File: config.mk
export PLATFORM = sky130hd
export DESIGN_NAME = ssmp_host
export DESIGN_NICKNAME = d
export VERILOG_FILES = /design/src/include/ssmp_pkg.sv /design/src/design/ssmp_host.sv
export SDC_FILE = /design/constraint.sdc
export NUM_CORES = 1
export LEC_CHECK = 0
export BUFFER_PORTS_ARGS = -buffer_cell sky130_fd_sc_hd__buf_2
export CORE_MARGIN = 3
export CORE_UTILIZATION = 50
export CTS_CLUSTER_SIZE = 12
export DETAILED_ROUTE_END_ITERATION = 8
export MAX_ROUTING_LAYER = met4
export PLACE_DENSITY = 0.68
export SYNTH_ARGS = -nofsm -noshare
export SYNTH_HDL_FRONTEND = slang
export SYNTH_SLANG_ARGS = --single-unit
File: constraint.sdc
create_clock -name ref_clk -period 3.5 [get_ports ref_clk]
set_input_delay 0.7 -clock ref_clk [delete_from_list [all_inputs] [get_ports ref_clk]]
set_output_delay 0.7 -clock ref_clk [all_outputs]
set_load 0.01 [all_outputs]
File: src/include/ssmp_pkg.sv
package ssmp_pkg;
  // clock and link timing
  localparam int CLK_NS = 10;
  localparam int SCK_HALF_NS = 160;
  localparam int SCK_HALF_CYC = (SCK_HALF_NS + CLK_NS - 1) / CLK_NS;
  localparam int ENTRY_WAIT_NS = 20000;
  localparam int ENTRY_WAIT_CYC = (ENTRY_WAIT_NS + CLK_NS - 1) / CLK_NS;
  localparam int FLASH_PAGE_WAIT_NS = 4500000;
  localparam int FLASH_PAGE_WAIT_CYC = (FLASH_PAGE_WAIT_NS + CLK_NS - 1) / CLK_NS;
  localparam int EEPROM_BYTE_WAIT_NS = 9000000;
  localparam int EEPROM_BYTE_WAIT_CYC = (EEPROM_BYTE_WAIT_NS + CLK_NS - 1) / CLK_NS;
  localparam int TMR_W = 20;
  localparam logic [4:0] HALF_LAST = 5'(SCK_HALF_CYC - 1);
  localparam logic [4:0] LAST_BIT = 5'h1f;
  localparam logic [2:0] ENABLE_TRIES = 3'h4;
  // instruction bytes
  localparam logic [7:0] OPC_EN1 = 8'hac;
  localparam logic [7:0] OPC_EN2 = 8'h53;
  localparam logic [7:0] OPC_LOAD = 8'h40;
  localparam logic [7:0] OPC_PAGE_WR = 8'h4c;
  localparam logic [7:0] OPC_EE_WR = 8'hc0;
  localparam logic [7:0] OPC_FL_RD = 8'h20;
  localparam logic [7:0] OPC_EE_RD = 8'ha0;
  localparam logic [7:0] OPC_HSEL = 8'h08;
  localparam logic [7:0] ALL_ONES = 8'hff;
  localparam logic [7:0] PAD = 8'h00;
  localparam int ECHO_LSB = 8;
  localparam int HSEL_BIT = 27;

  typedef enum logic [2:0] {
    OP_ENABLE, OP_LOAD, OP_PAGE_WR, OP_EE_WR, OP_FL_RD, OP_EE_RD, OP_END
  } ssmp_op_t;
  typedef enum logic [2:0] {
    ST_IDLE, ST_RST_WAIT, ST_RST_PULSE, ST_SHIFT, ST_DECIDE, ST_WAIT
  } ssmp_st_t;
  typedef enum logic [1:0] {PH_ENABLE, PH_LOW, PH_CMD, PH_POLL} ssmp_ph_t;
endpackage

File: src/design/ssmp_host.sv
module ssmp_host
  import ssmp_pkg::*;
#(
  parameter int FLASH_WAIT_CYC = FLASH_PAGE_WAIT_CYC,
  parameter int EE_WAIT_CYC = EEPROM_BYTE_WAIT_CYC
) (
  // clock and reset
  input wire logic ref_clk,
  input wire logic nrst,
  // programming link
  output logic prog_sck,
  output logic prog_serial_in,
  input wire logic prog_serial_out,
  output logic dev_rst_n,
  // command
  input wire logic cmd_valid,
  output logic cmd_ready,
  input wire ssmp_op_t cmd_op,
  input wire logic [15:0] cmd_addr,
  input wire logic [15:0] cmd_wdata,
  input wire logic cmd_high,
  input wire logic cmd_poll,
  // response
  output logic rsp_valid,
  output logic rsp_ok,
  output logic [7:0] rsp_data
);

  typedef struct packed {
    ssmp_st_t st;
    ssmp_ph_t ph;
    ssmp_op_t op;
    logic [15:0] addr;
    logic [15:0] wdata;
    logic high;
    logic poll;
    logic enabled;
    logic [2:0] tries;
    logic [TMR_W-1:0] timer;
    logic [4:0] half;
    logic [4:0] nbit;
    logic [31:0] tx;
    logic [31:0] rx;
    logic [1:0] miso_sync;
    logic sck;
    logic mosi;
    logic dev_rst_n;
    logic cmd_ready;
    logic rsp_valid;
    logic rsp_ok;
    logic [7:0] rsp_data;
  } ssmp_host_t;

  ssmp_host_t s;
  ssmp_host_t n;

  // builds the four-byte frame of an instruction
  function automatic logic [31:0] frame(ssmp_op_t op, logic [15:0] a, logic [15:0] d,
                                        logic hi);
    logic [7:0] hsel;
    hsel = hi ? OPC_HSEL : PAD;
    unique case (op)
      OP_LOAD: frame = {OPC_LOAD | hsel, PAD, 1'b0, a[6:0], hi ? d[15:8] : d[7:0]};
      OP_PAGE_WR: frame = {OPC_PAGE_WR, a[15:8], a[7], 7'h00, PAD};
      OP_EE_WR: frame = {OPC_EE_WR, 4'h0, a[11:8], a[7:0], d[7:0]};
      OP_FL_RD: frame = {OPC_FL_RD | hsel, a[15:8], a[7:0], PAD};
      OP_EE_RD: frame = {OPC_EE_RD, 4'h0, a[11:8], a[7:0], PAD};
      default: frame = {OPC_EN1, OPC_EN2, PAD, PAD};
    endcase
  endfunction

  // starts shifting a frame, msb first
  function automatic ssmp_host_t go(ssmp_host_t v, logic [31:0] f);
    ssmp_host_t r;
    r = v;
    r.tx = f;
    r.mosi = f[31];
    r.st = ST_SHIFT;
    r.half = '0;
    r.nbit = '0;
    r.sck = 1'b0;
    return r;
  endfunction

  function automatic ssmp_host_t finish(ssmp_host_t v, logic ok);
    ssmp_host_t r;
    r = v;
    r.st = ST_IDLE;
    r.cmd_ready = 1'b1;
    r.rsp_valid = 1'b1;
    r.rsp_ok = ok;
    return r;
  endfunction

  always_comb begin
    n = s;
    n.miso_sync = {s.miso_sync[0], prog_serial_out};
    n.rsp_valid = 1'b0;
    if (s.timer != '0) begin
      n.timer = s.timer - 1'b1;
    end
    unique case (s.st)
      ST_IDLE: begin
        if (cmd_valid) begin
          n.op = cmd_op;
          n.addr = cmd_addr;
          n.wdata = cmd_wdata;
          n.high = cmd_high;
          n.poll = cmd_poll;
          n.cmd_ready = 1'b0;
          if (cmd_op == OP_END) begin
            n.dev_rst_n = 1'b1;
            n.enabled = 1'b0;
            n = finish(n, 1'b1);
          end else if (cmd_op == OP_ENABLE) begin
            n.dev_rst_n = 1'b0;
            n.tries = ENABLE_TRIES;
            n.timer = TMR_W'(ENTRY_WAIT_CYC);
            n.st = ST_RST_WAIT;
          end else if (!s.enabled) begin
            n = finish(n, 1'b0);
          end else begin
            n = go(n, frame(cmd_op, cmd_addr, cmd_wdata, cmd_high && cmd_op != OP_LOAD));
            n.ph = (cmd_op == OP_LOAD) ? PH_LOW : PH_CMD;
          end
        end
      end
      ST_RST_WAIT: begin
        if (s.timer == '0) begin
          n = go(n, frame(OP_ENABLE, s.addr, s.wdata, 1'b0));
          n.ph = PH_ENABLE;
        end
      end
      ST_RST_PULSE: begin
        if (s.timer == '0) begin
          n.dev_rst_n = 1'b0;
          n.timer = TMR_W'(ENTRY_WAIT_CYC);
          n.st = ST_RST_WAIT;
        end
      end
      ST_SHIFT: begin
        n.half = s.half + 1'b1;
        if (s.half == HALF_LAST) begin
          n.half = '0;
          n.sck = !s.sck;
          if (s.sck) begin
            n.rx = {s.rx[30:0], s.miso_sync[1]};
            n.tx = {s.tx[30:0], 1'b0};
            n.mosi = s.tx[30];
            n.nbit = s.nbit + 1'b1;
            if (s.nbit == LAST_BIT) begin
              n.mosi = 1'b0;
              n.st = ST_DECIDE;
            end
          end
        end
      end
      ST_DECIDE: begin
        n.rsp_data = s.rx[7:0];
        unique case (s.ph)
          PH_ENABLE: begin
            // echo checked after all four bytes
            if (s.rx[ECHO_LSB+7:ECHO_LSB] == OPC_EN2) begin
              n.enabled = 1'b1;
              n = finish(n, 1'b1);
            end else if (s.tries > 3'h1) begin
              n.tries = s.tries - 1'b1;
              n.dev_rst_n = 1'b1;
              n.timer = TMR_W'(ENTRY_WAIT_CYC);
              n.st = ST_RST_PULSE;
            end else begin
              n = finish(n, 1'b0);
            end
          end
          PH_LOW: begin
            n = go(n, frame(OP_LOAD, s.addr, s.wdata, 1'b1));
            n.ph = PH_CMD;
          end
          default: begin
            if (s.op == OP_PAGE_WR || s.op == OP_EE_WR) begin
              if (s.ph == PH_CMD) begin
                n.timer = (s.op == OP_PAGE_WR) ? TMR_W'(FLASH_WAIT_CYC) : TMR_W'(EE_WAIT_CYC);
              end
              if (s.ph == PH_POLL && s.rx[7:0] == s.wdata[7:0]) begin
                n = finish(n, 1'b1);
              end else if (s.poll && s.wdata[7:0] != ALL_ONES
                           && (s.ph == PH_CMD || s.timer != '0)) begin
                n = go(n, frame(s.op == OP_PAGE_WR ? OP_FL_RD : OP_EE_RD,
                                s.addr, s.wdata, 1'b0));
                n.ph = PH_POLL;
              end else begin
                n.st = ST_WAIT;
              end
            end else begin
              n = finish(n, 1'b1);
            end
          end
        endcase
      end
      ST_WAIT: begin
        if (s.timer == '0) begin
          n = finish(n, 1'b1);
        end
      end
      default: n.st = ST_IDLE;
    endcase
  end

  always_ff @(posedge ref_clk or negedge nrst) begin
    if (!nrst) begin
      s <= '0;
      s.dev_rst_n <= 1'b1;
      s.cmd_ready <= 1'b1;
    end else begin
      s <= n;
    end
  end

  assign prog_sck = s.sck;
  assign prog_serial_in = s.mosi;
  assign dev_rst_n = s.dev_rst_n;
  assign cmd_ready = s.cmd_ready;
  assign rsp_valid = s.rsp_valid;
  assign rsp_ok = s.rsp_ok;
  assign rsp_data = s.rsp_data;

  property p_frame_len;
    @(posedge ref_clk) disable iff (!nrst)
      (s.st == ST_SHIFT) ##1 (s.st == ST_DECIDE)
      |-> $past(s.nbit) == LAST_BIT && s.nbit == 5'h00 && !s.sck;
  endproperty
  a_frame_len: assert property (p_frame_len) else $error("frame not 32 bits");

  property p_full_enable;
    @(posedge ref_clk) disable iff (!nrst)
      $rose(s.st == ST_SHIFT) && s.ph == PH_ENABLE |-> s.tx == {OPC_EN1, OPC_EN2, PAD, PAD};
  endproperty
  a_full_enable: assert property (p_full_enable) else $error("bad enable frame");

  property p_resync;
    @(posedge ref_clk) disable iff (!nrst)
      s.st == ST_DECIDE && s.ph == PH_ENABLE && s.rx[15:8] != OPC_EN2 && s.tries > 3'h1
      |=> s.st == ST_RST_PULSE && dev_rst_n ##1 dev_rst_n;
  endproperty
  a_resync: assert property (p_resync) else $error("no reset pulse on bad echo");

  property p_sck_in_reset;
    @(posedge ref_clk) disable iff (!nrst)
      $rose(prog_sck) |-> !dev_rst_n && $past(!dev_rst_n, 2);
  endproperty
  a_sck_in_reset: assert property (p_sck_in_reset) else $error("clock while reset high");

  property p_page_opc;
    @(posedge ref_clk) disable iff (!nrst)
      $rose(s.st == ST_SHIFT) && s.op == OP_PAGE_WR && s.ph == PH_CMD
      |-> s.tx[31:24] == OPC_PAGE_WR && s.tx[23:15] == s.addr[15:7] && s.tx[14:0] == 15'h0000;
  endproperty
  a_page_opc: assert property (p_page_opc) else $error("bad page write frame");

  property p_low_first;
    @(posedge ref_clk) disable iff (!nrst)
      $rose(s.st == ST_SHIFT) && s.op == OP_LOAD |-> s.tx[HSEL_BIT] == (s.ph == PH_CMD);
  endproperty
  a_low_first: assert property (p_low_first) else $error("high byte before low");

  property p_ee_wait;
    @(posedge ref_clk) disable iff (!nrst)
      s.st == ST_DECIDE && s.ph == PH_CMD && s.op == OP_EE_WR && !s.poll
      |=> s.st == ST_WAIT && s.timer == TMR_W'(EE_WAIT_CYC);
  endproperty
  a_ee_wait: assert property (p_ee_wait) else $error("eeprom wait not loaded");

  property p_quiet_wait;
    @(posedge ref_clk) disable iff (!nrst)
      s.st == ST_WAIT |-> !prog_sck && !cmd_ready && !prog_serial_in;
  endproperty
  a_quiet_wait: assert property (p_quiet_wait) else $error("link active during write");

  property p_end;
    @(posedge ref_clk) disable iff (!nrst)
      cmd_valid && cmd_ready && cmd_op == OP_END |=> dev_rst_n && rsp_valid && rsp_ok;
  endproperty
  a_end: assert property (p_end) else $error("reset not released at end");

  property p_no_poll_ones;
    @(posedge ref_clk) disable iff (!nrst)
      s.st == ST_DECIDE && s.ph == PH_CMD && s.op == OP_PAGE_WR && s.wdata[7:0] == ALL_ONES
      |=> s.st == ST_WAIT && s.timer == TMR_W'(FLASH_WAIT_CYC);
  endproperty
  a_no_poll_ones: assert property (p_no_poll_ones) else $error("polled an all-ones value");

endmodule

Yosys cells after proc, flatten, opt, wreduce, memory -nomap -nowiden. Cells that the tools add are included. Widths: inputs -> output; s select.

$add $sub $neg: 4. $lt $le $gt $ge: 1. Eq/ne operators: 52. Muxes and demuxes: 49. Bitwise logic cells: 4. Reduce and logical (&&, ||, !) cells: 30.

Operators with widths (number): $mux 156 (6); $pmux 74 s5 (1); $pmux 32 s5 (2); $pmux 156 s2 (1); $mux 155 (2); $pmux 43 s4 (1); $mux 153 (1); $pmux 20 s5 (1); $mux 20 (4); $mux 78 (1); $mux 74 (1); $mux 69 (1); $mux 23 (2); $pmux 11 s4 (1); $mux 40 (1); $ne 2x2->1 const B (16); $eq 3x2->1 const B (8); $mux 11 (2); $reduce_and 11->1 (2); $eq 3x3->1 const B (7); $reduce_and 7->1 (3); $logic_not 20->1 (1); $reduce_and 10->1 (2); $reduce_bool 20->1 (1); 42 further kinds (72).

Flip-flop bits (word level): 153. Input bits: 41. Output and inout port bits: 14.

Depth between registers and ports, before layout.
Word-level depth: 9. Depth in mapped cells: 10. Mapped depth without buffers: 8.

Worst setup path after synthesis. Ideal clock, no wire load.

Kind: in2reg. Start point: input cmd_valid. End point: register s[142] in the netlist's numbering. Setup time: 0.125 ns. Arrival time: 2.430 ns. Slack: 0.945 ns. Cell stages on the path: 6. Path through: clkbuf_1 > inv_1 > nor4_1 > buf_2 > buf_1 > mux2_2.

Word-level cells in the longest chain between the ends: 1.

RTL lines: start, declared (RTL line ssmp_host.sv:16) `input wire logic cmd_valid,`; $reduce_and 5->1 (no line); end signal, assigned (RTL line ssmp_host.sv:215) `s <= n;`; end, declared (RTL line ssmp_host.sv:54) `ssmp_host_t s;`.

Every way passes these cells. A chain may end at the register's enable or synchronous reset.

Final worst setup path.
Start point: register s[101] in the netlist's numbering. End point: register s[69] in the netlist's numbering.

Word-level cells in the longest chain between the ends: 5. Elaborated cells on any way between the ends: 7.

RTL lines: $reduce_bool 20->1 (RTL line ssmp_host.sv:187) `&& (s.ph == PH_CMD || s.timer != '0)) begin`; $logic_or 1x1->1 (RTL line ssmp_host.sv:187); $logic_and 1x1->1 (RTL line ssmp_host.sv:187); $ne 3x2->1 (no line); $reduce_and 13->1 (no line) (*).

Mark *: on every way between the ends. The rest lies on a longest branch, timed or not.

==> run_results.csv <==
group,metric,value,unit
drt,drc_errors,0,
timing,period_needed,2.86,ns
critical_path,cp_data_required_time,3.80,ns
yosys,yosysSeqAreaShare,48.0,%
job,maxCapViolations,0,
drt,drt_iter0_markers,432,
timing,slew-limit-headroom,39.1,%
global_route,grt_max_degree,78,
yosys,yosysWarnings,0,
final_layout,layout-drive-gt1-share,25.1,%
global_route,antenna_found_initial,0,
critical_path,crit_type,"reg2reg",
power,p_leak,3.74,nW
final_layout,layout.nets,782,
global_route,gr-max-usage-layer,"met2",
critical_path,worstSetupStartpoint,"s[101]",
timing,maxSlewViolCount,0,
drt,wl,17300,µm
global_route,globalRouteMet3Util,5.22,%
global_route,grt_pass1_wl,28800,µm
global_route,grtUsageMet2,36.9,%
timing,setup_viol,0,
placement,place.gp.congestion,0.903,
clock_network,clock_latency,0.42,ns
die,die_h,126,µm
drt,vias_per_cell,6.02,
timing,clock_skew,0.00837,ns
critical_path,worstPathMaxFanout,37,
power,vdd_ir_drop_max,616,µV
clock_network,cts_buffer_depth,2,
final_layout,syn_to_final_growth,13.4,%
die,rows,43,
critical_path,rr_endpoint,"s[69]",
drt,vias,5558,
timing,fin_tns_setup,0,ns
timing,hold_viol,0,
clock_network,cts_sinks,138,
die,start_util,51.5,%
critical_path,arrival,3.16,ns
critical_path,cp-end-kind,"register",
die,die_x,126,µm
global_route,grt_usage,23.2,%
clock_network,cts_tree,"yes",
global_route,overflow,0,
critical_path,rr_startpoint,"s[101]",
power,power_density,783,nW/µm²
yosys,synth_area_leaders,"dfrtp_1 47%, mux2_2 9.2%, nand2_1 3.9%",
placement,dp_hpwl,12300,µm
die,num_io_pins,55,
global_route,grtUsageMet1,30.1,%
timing,fmax,350,MHz
clock_network,cts_hold_buffers,0,
yosys,synth-edff-count,0,
final_layout,antennaDiodeCount,0,
yosys,ys.flop_type,"dfrtp_1",
yosys,ys_types,73,
die,core_area,14000,µm²
clock_network,cts_resized,0,
outcome,outcome,"complete, no violations",
yosys,netlist_area,7210,µm²
yosys,synth_top_cell_area_share,47.2,%
drt,dr.pass1.iters,5,
clock_network,cts-root-buf,"clkbuf_16",
power,total_power,6.40,mW
yosys,syn_inst,684,
yosys,yosys.area.top_type,"dfrtp_1",
die,dieArea,15900,µm²
drt,wl_per_cell,18.8,µm
yosys,synth_seq_cells,138,
critical_path,r2r_slack,0.64,ns
critical_path,worst_setup_path_start_kind,"register",
placement,port_buffers,54,
critical_path,rr_worst_depth,7,
clock_network,post-cts-setup-buffer-count,0,
yosys,synth_area_per_cell,10.5,µm²
global_route,grt_pass1_vias,5678,
timing,worstMarginPinSlew,0.905,ns
clock_network,path_clk_slew,0.06,ns
yosys,syn_nets,735,
yosys,async_reset_ff_share,100,%
clock_network,htree_num_levels,4,
min_path,hold_class,"in2async",
drt,ant_nets,0,
clock_network,cts_made_buffers,17,
timing,min_period_over_period,81.6,%
timing,rsz0062_at_grt,"no",
-- kinds of logic (layout without fill, tap and decap cells) --
family,after synthesis,count (layout),share of synthesized area [%]
xor+xnor,25,25,3.04
fa+ha+maj,10,10,1.74
buf+inv,82,142,5.35
flops,138,138,48.0
simple gates,198,198,13.6
mux,87,87,13.4
compound gates,144,144,14.9
-- metrics by stage --
step	cell area [µm²]	setup slack [ns]	util, %	std cells	hold WS, ns
2_1_floorplan	7210	0.945	-	684	0.331
3_3_place_gp	7620	0.780	54.5	892	0.338
3_5_place_dp	7620	0.693	54.5	892	0.358
4_1_cts	8170	0.676	58.4	924	0.341
5_1_grt	8170	0.574	58.4	924	0.357
6_report	8170	0.643	58.4	924	0.303
-- area by class of cell --
type / instances / area (µm²)
clock buffer: 17 / 425
clock inverter: 15 / 129
fill: 1229 / 5820
inverter: 41 / 154
multi-input combinational: 464 / 3380
sequential: 138 / 3460
tap: 180 / 225
timing repair buffer: 69 / 402
-- state kept, by name, indices dropped and copies added, names as in the netlist --
signal and cells:
rsp_ok 1, rsp_valid 1, prog_sck 1, s 124, cmd_ready 1, dev_rst_n 1
rsp_data 8, prog_serial_in 1
-- where the power goes --
part	internal, mW	switching (mW)	leakage [nW]
clock network	0.929	0.750	0.265
registers	2.08	0.428	1.77
logic	1.02	1.19	1.71
total	4.04	2.36	3.74
-- worst max path at each step --
stage | end | slack [ns] | cells after the start
floorplan | s[142] | 0.94 | 6
global placement | s[71] | 0.78 | 7
detailed placement | s[48] | 0.69 | 7
CTS | s[69] | 0.68 | 7
global route | s[69] | 0.57 | 7
finish | s[69] | 0.64 | 7
-- layer usage --
| layer | wire length [µm] | part of all wire, % |
|---|---|---|
| met5 | 0 | 0 |
| met4 | 235 | 1.4 |
| met3 | 952 | 5.5 |
| met2 | 8460 | 49 |
| met1 | 7690 | 44 |
-- synth_stat cells, drive strengths merged (6+ instances only) --
cell	n
dfrtp	136
nand2	74
mux2	63
inv	40
nor2	37
a21oi	28
o21ai	25
mux2i	24
clkbuf	21
buf	20
nand3	19
a222oi	18
xnor2	16
nor3	15
ha	10
nor4	9
xor2	9
a21o	7
o31ai	7
nand4	6
-- worst max-delay path: stages, from the launching register on --
cell	delay [ns]
dfrtp_1	0.42
or4_4	0.61
nor4_2	0.49
o2111a_1	0.31
o31ai_2	0.09
nand4_1	0.17
buf_12	0.26
mux2_2	0.38
-- layout by cell type, fill, tap and decap left out, types with 4 or more instances in the layout --
cell type,synthesis,layout
a211oi_1,4,4
nand2b_1,4,4
mux2i_1,24,24
nand4_1,6,6
o21ai_0,25,25
nand3_1,19,19
inv_6,0,6
o31ai_1,5,5
nor4_1,7,6
nor2_1,37,37
a21oi_1,28,28
nand2_1,74,74
nor3b_1,5,4
mux2_4,4,4
a222oi_1,18,18
a22o_1,4,4
or2_2,4,4
inv_1,39,39
xor2_1,9,9
xnor2_1,16,16
mux2_2,59,59
nor3_1,15,14
buf_4,8,14
a211o_1,4,4
o22ai_1,5,5
and3_1,5,5
ha_1,10,10
a21o_1,7,7
dfrtp_1,136,136
buf_2,7,53
clkbuf_16,0,17
Note: power is estimated with default switching activity, not from simulation.
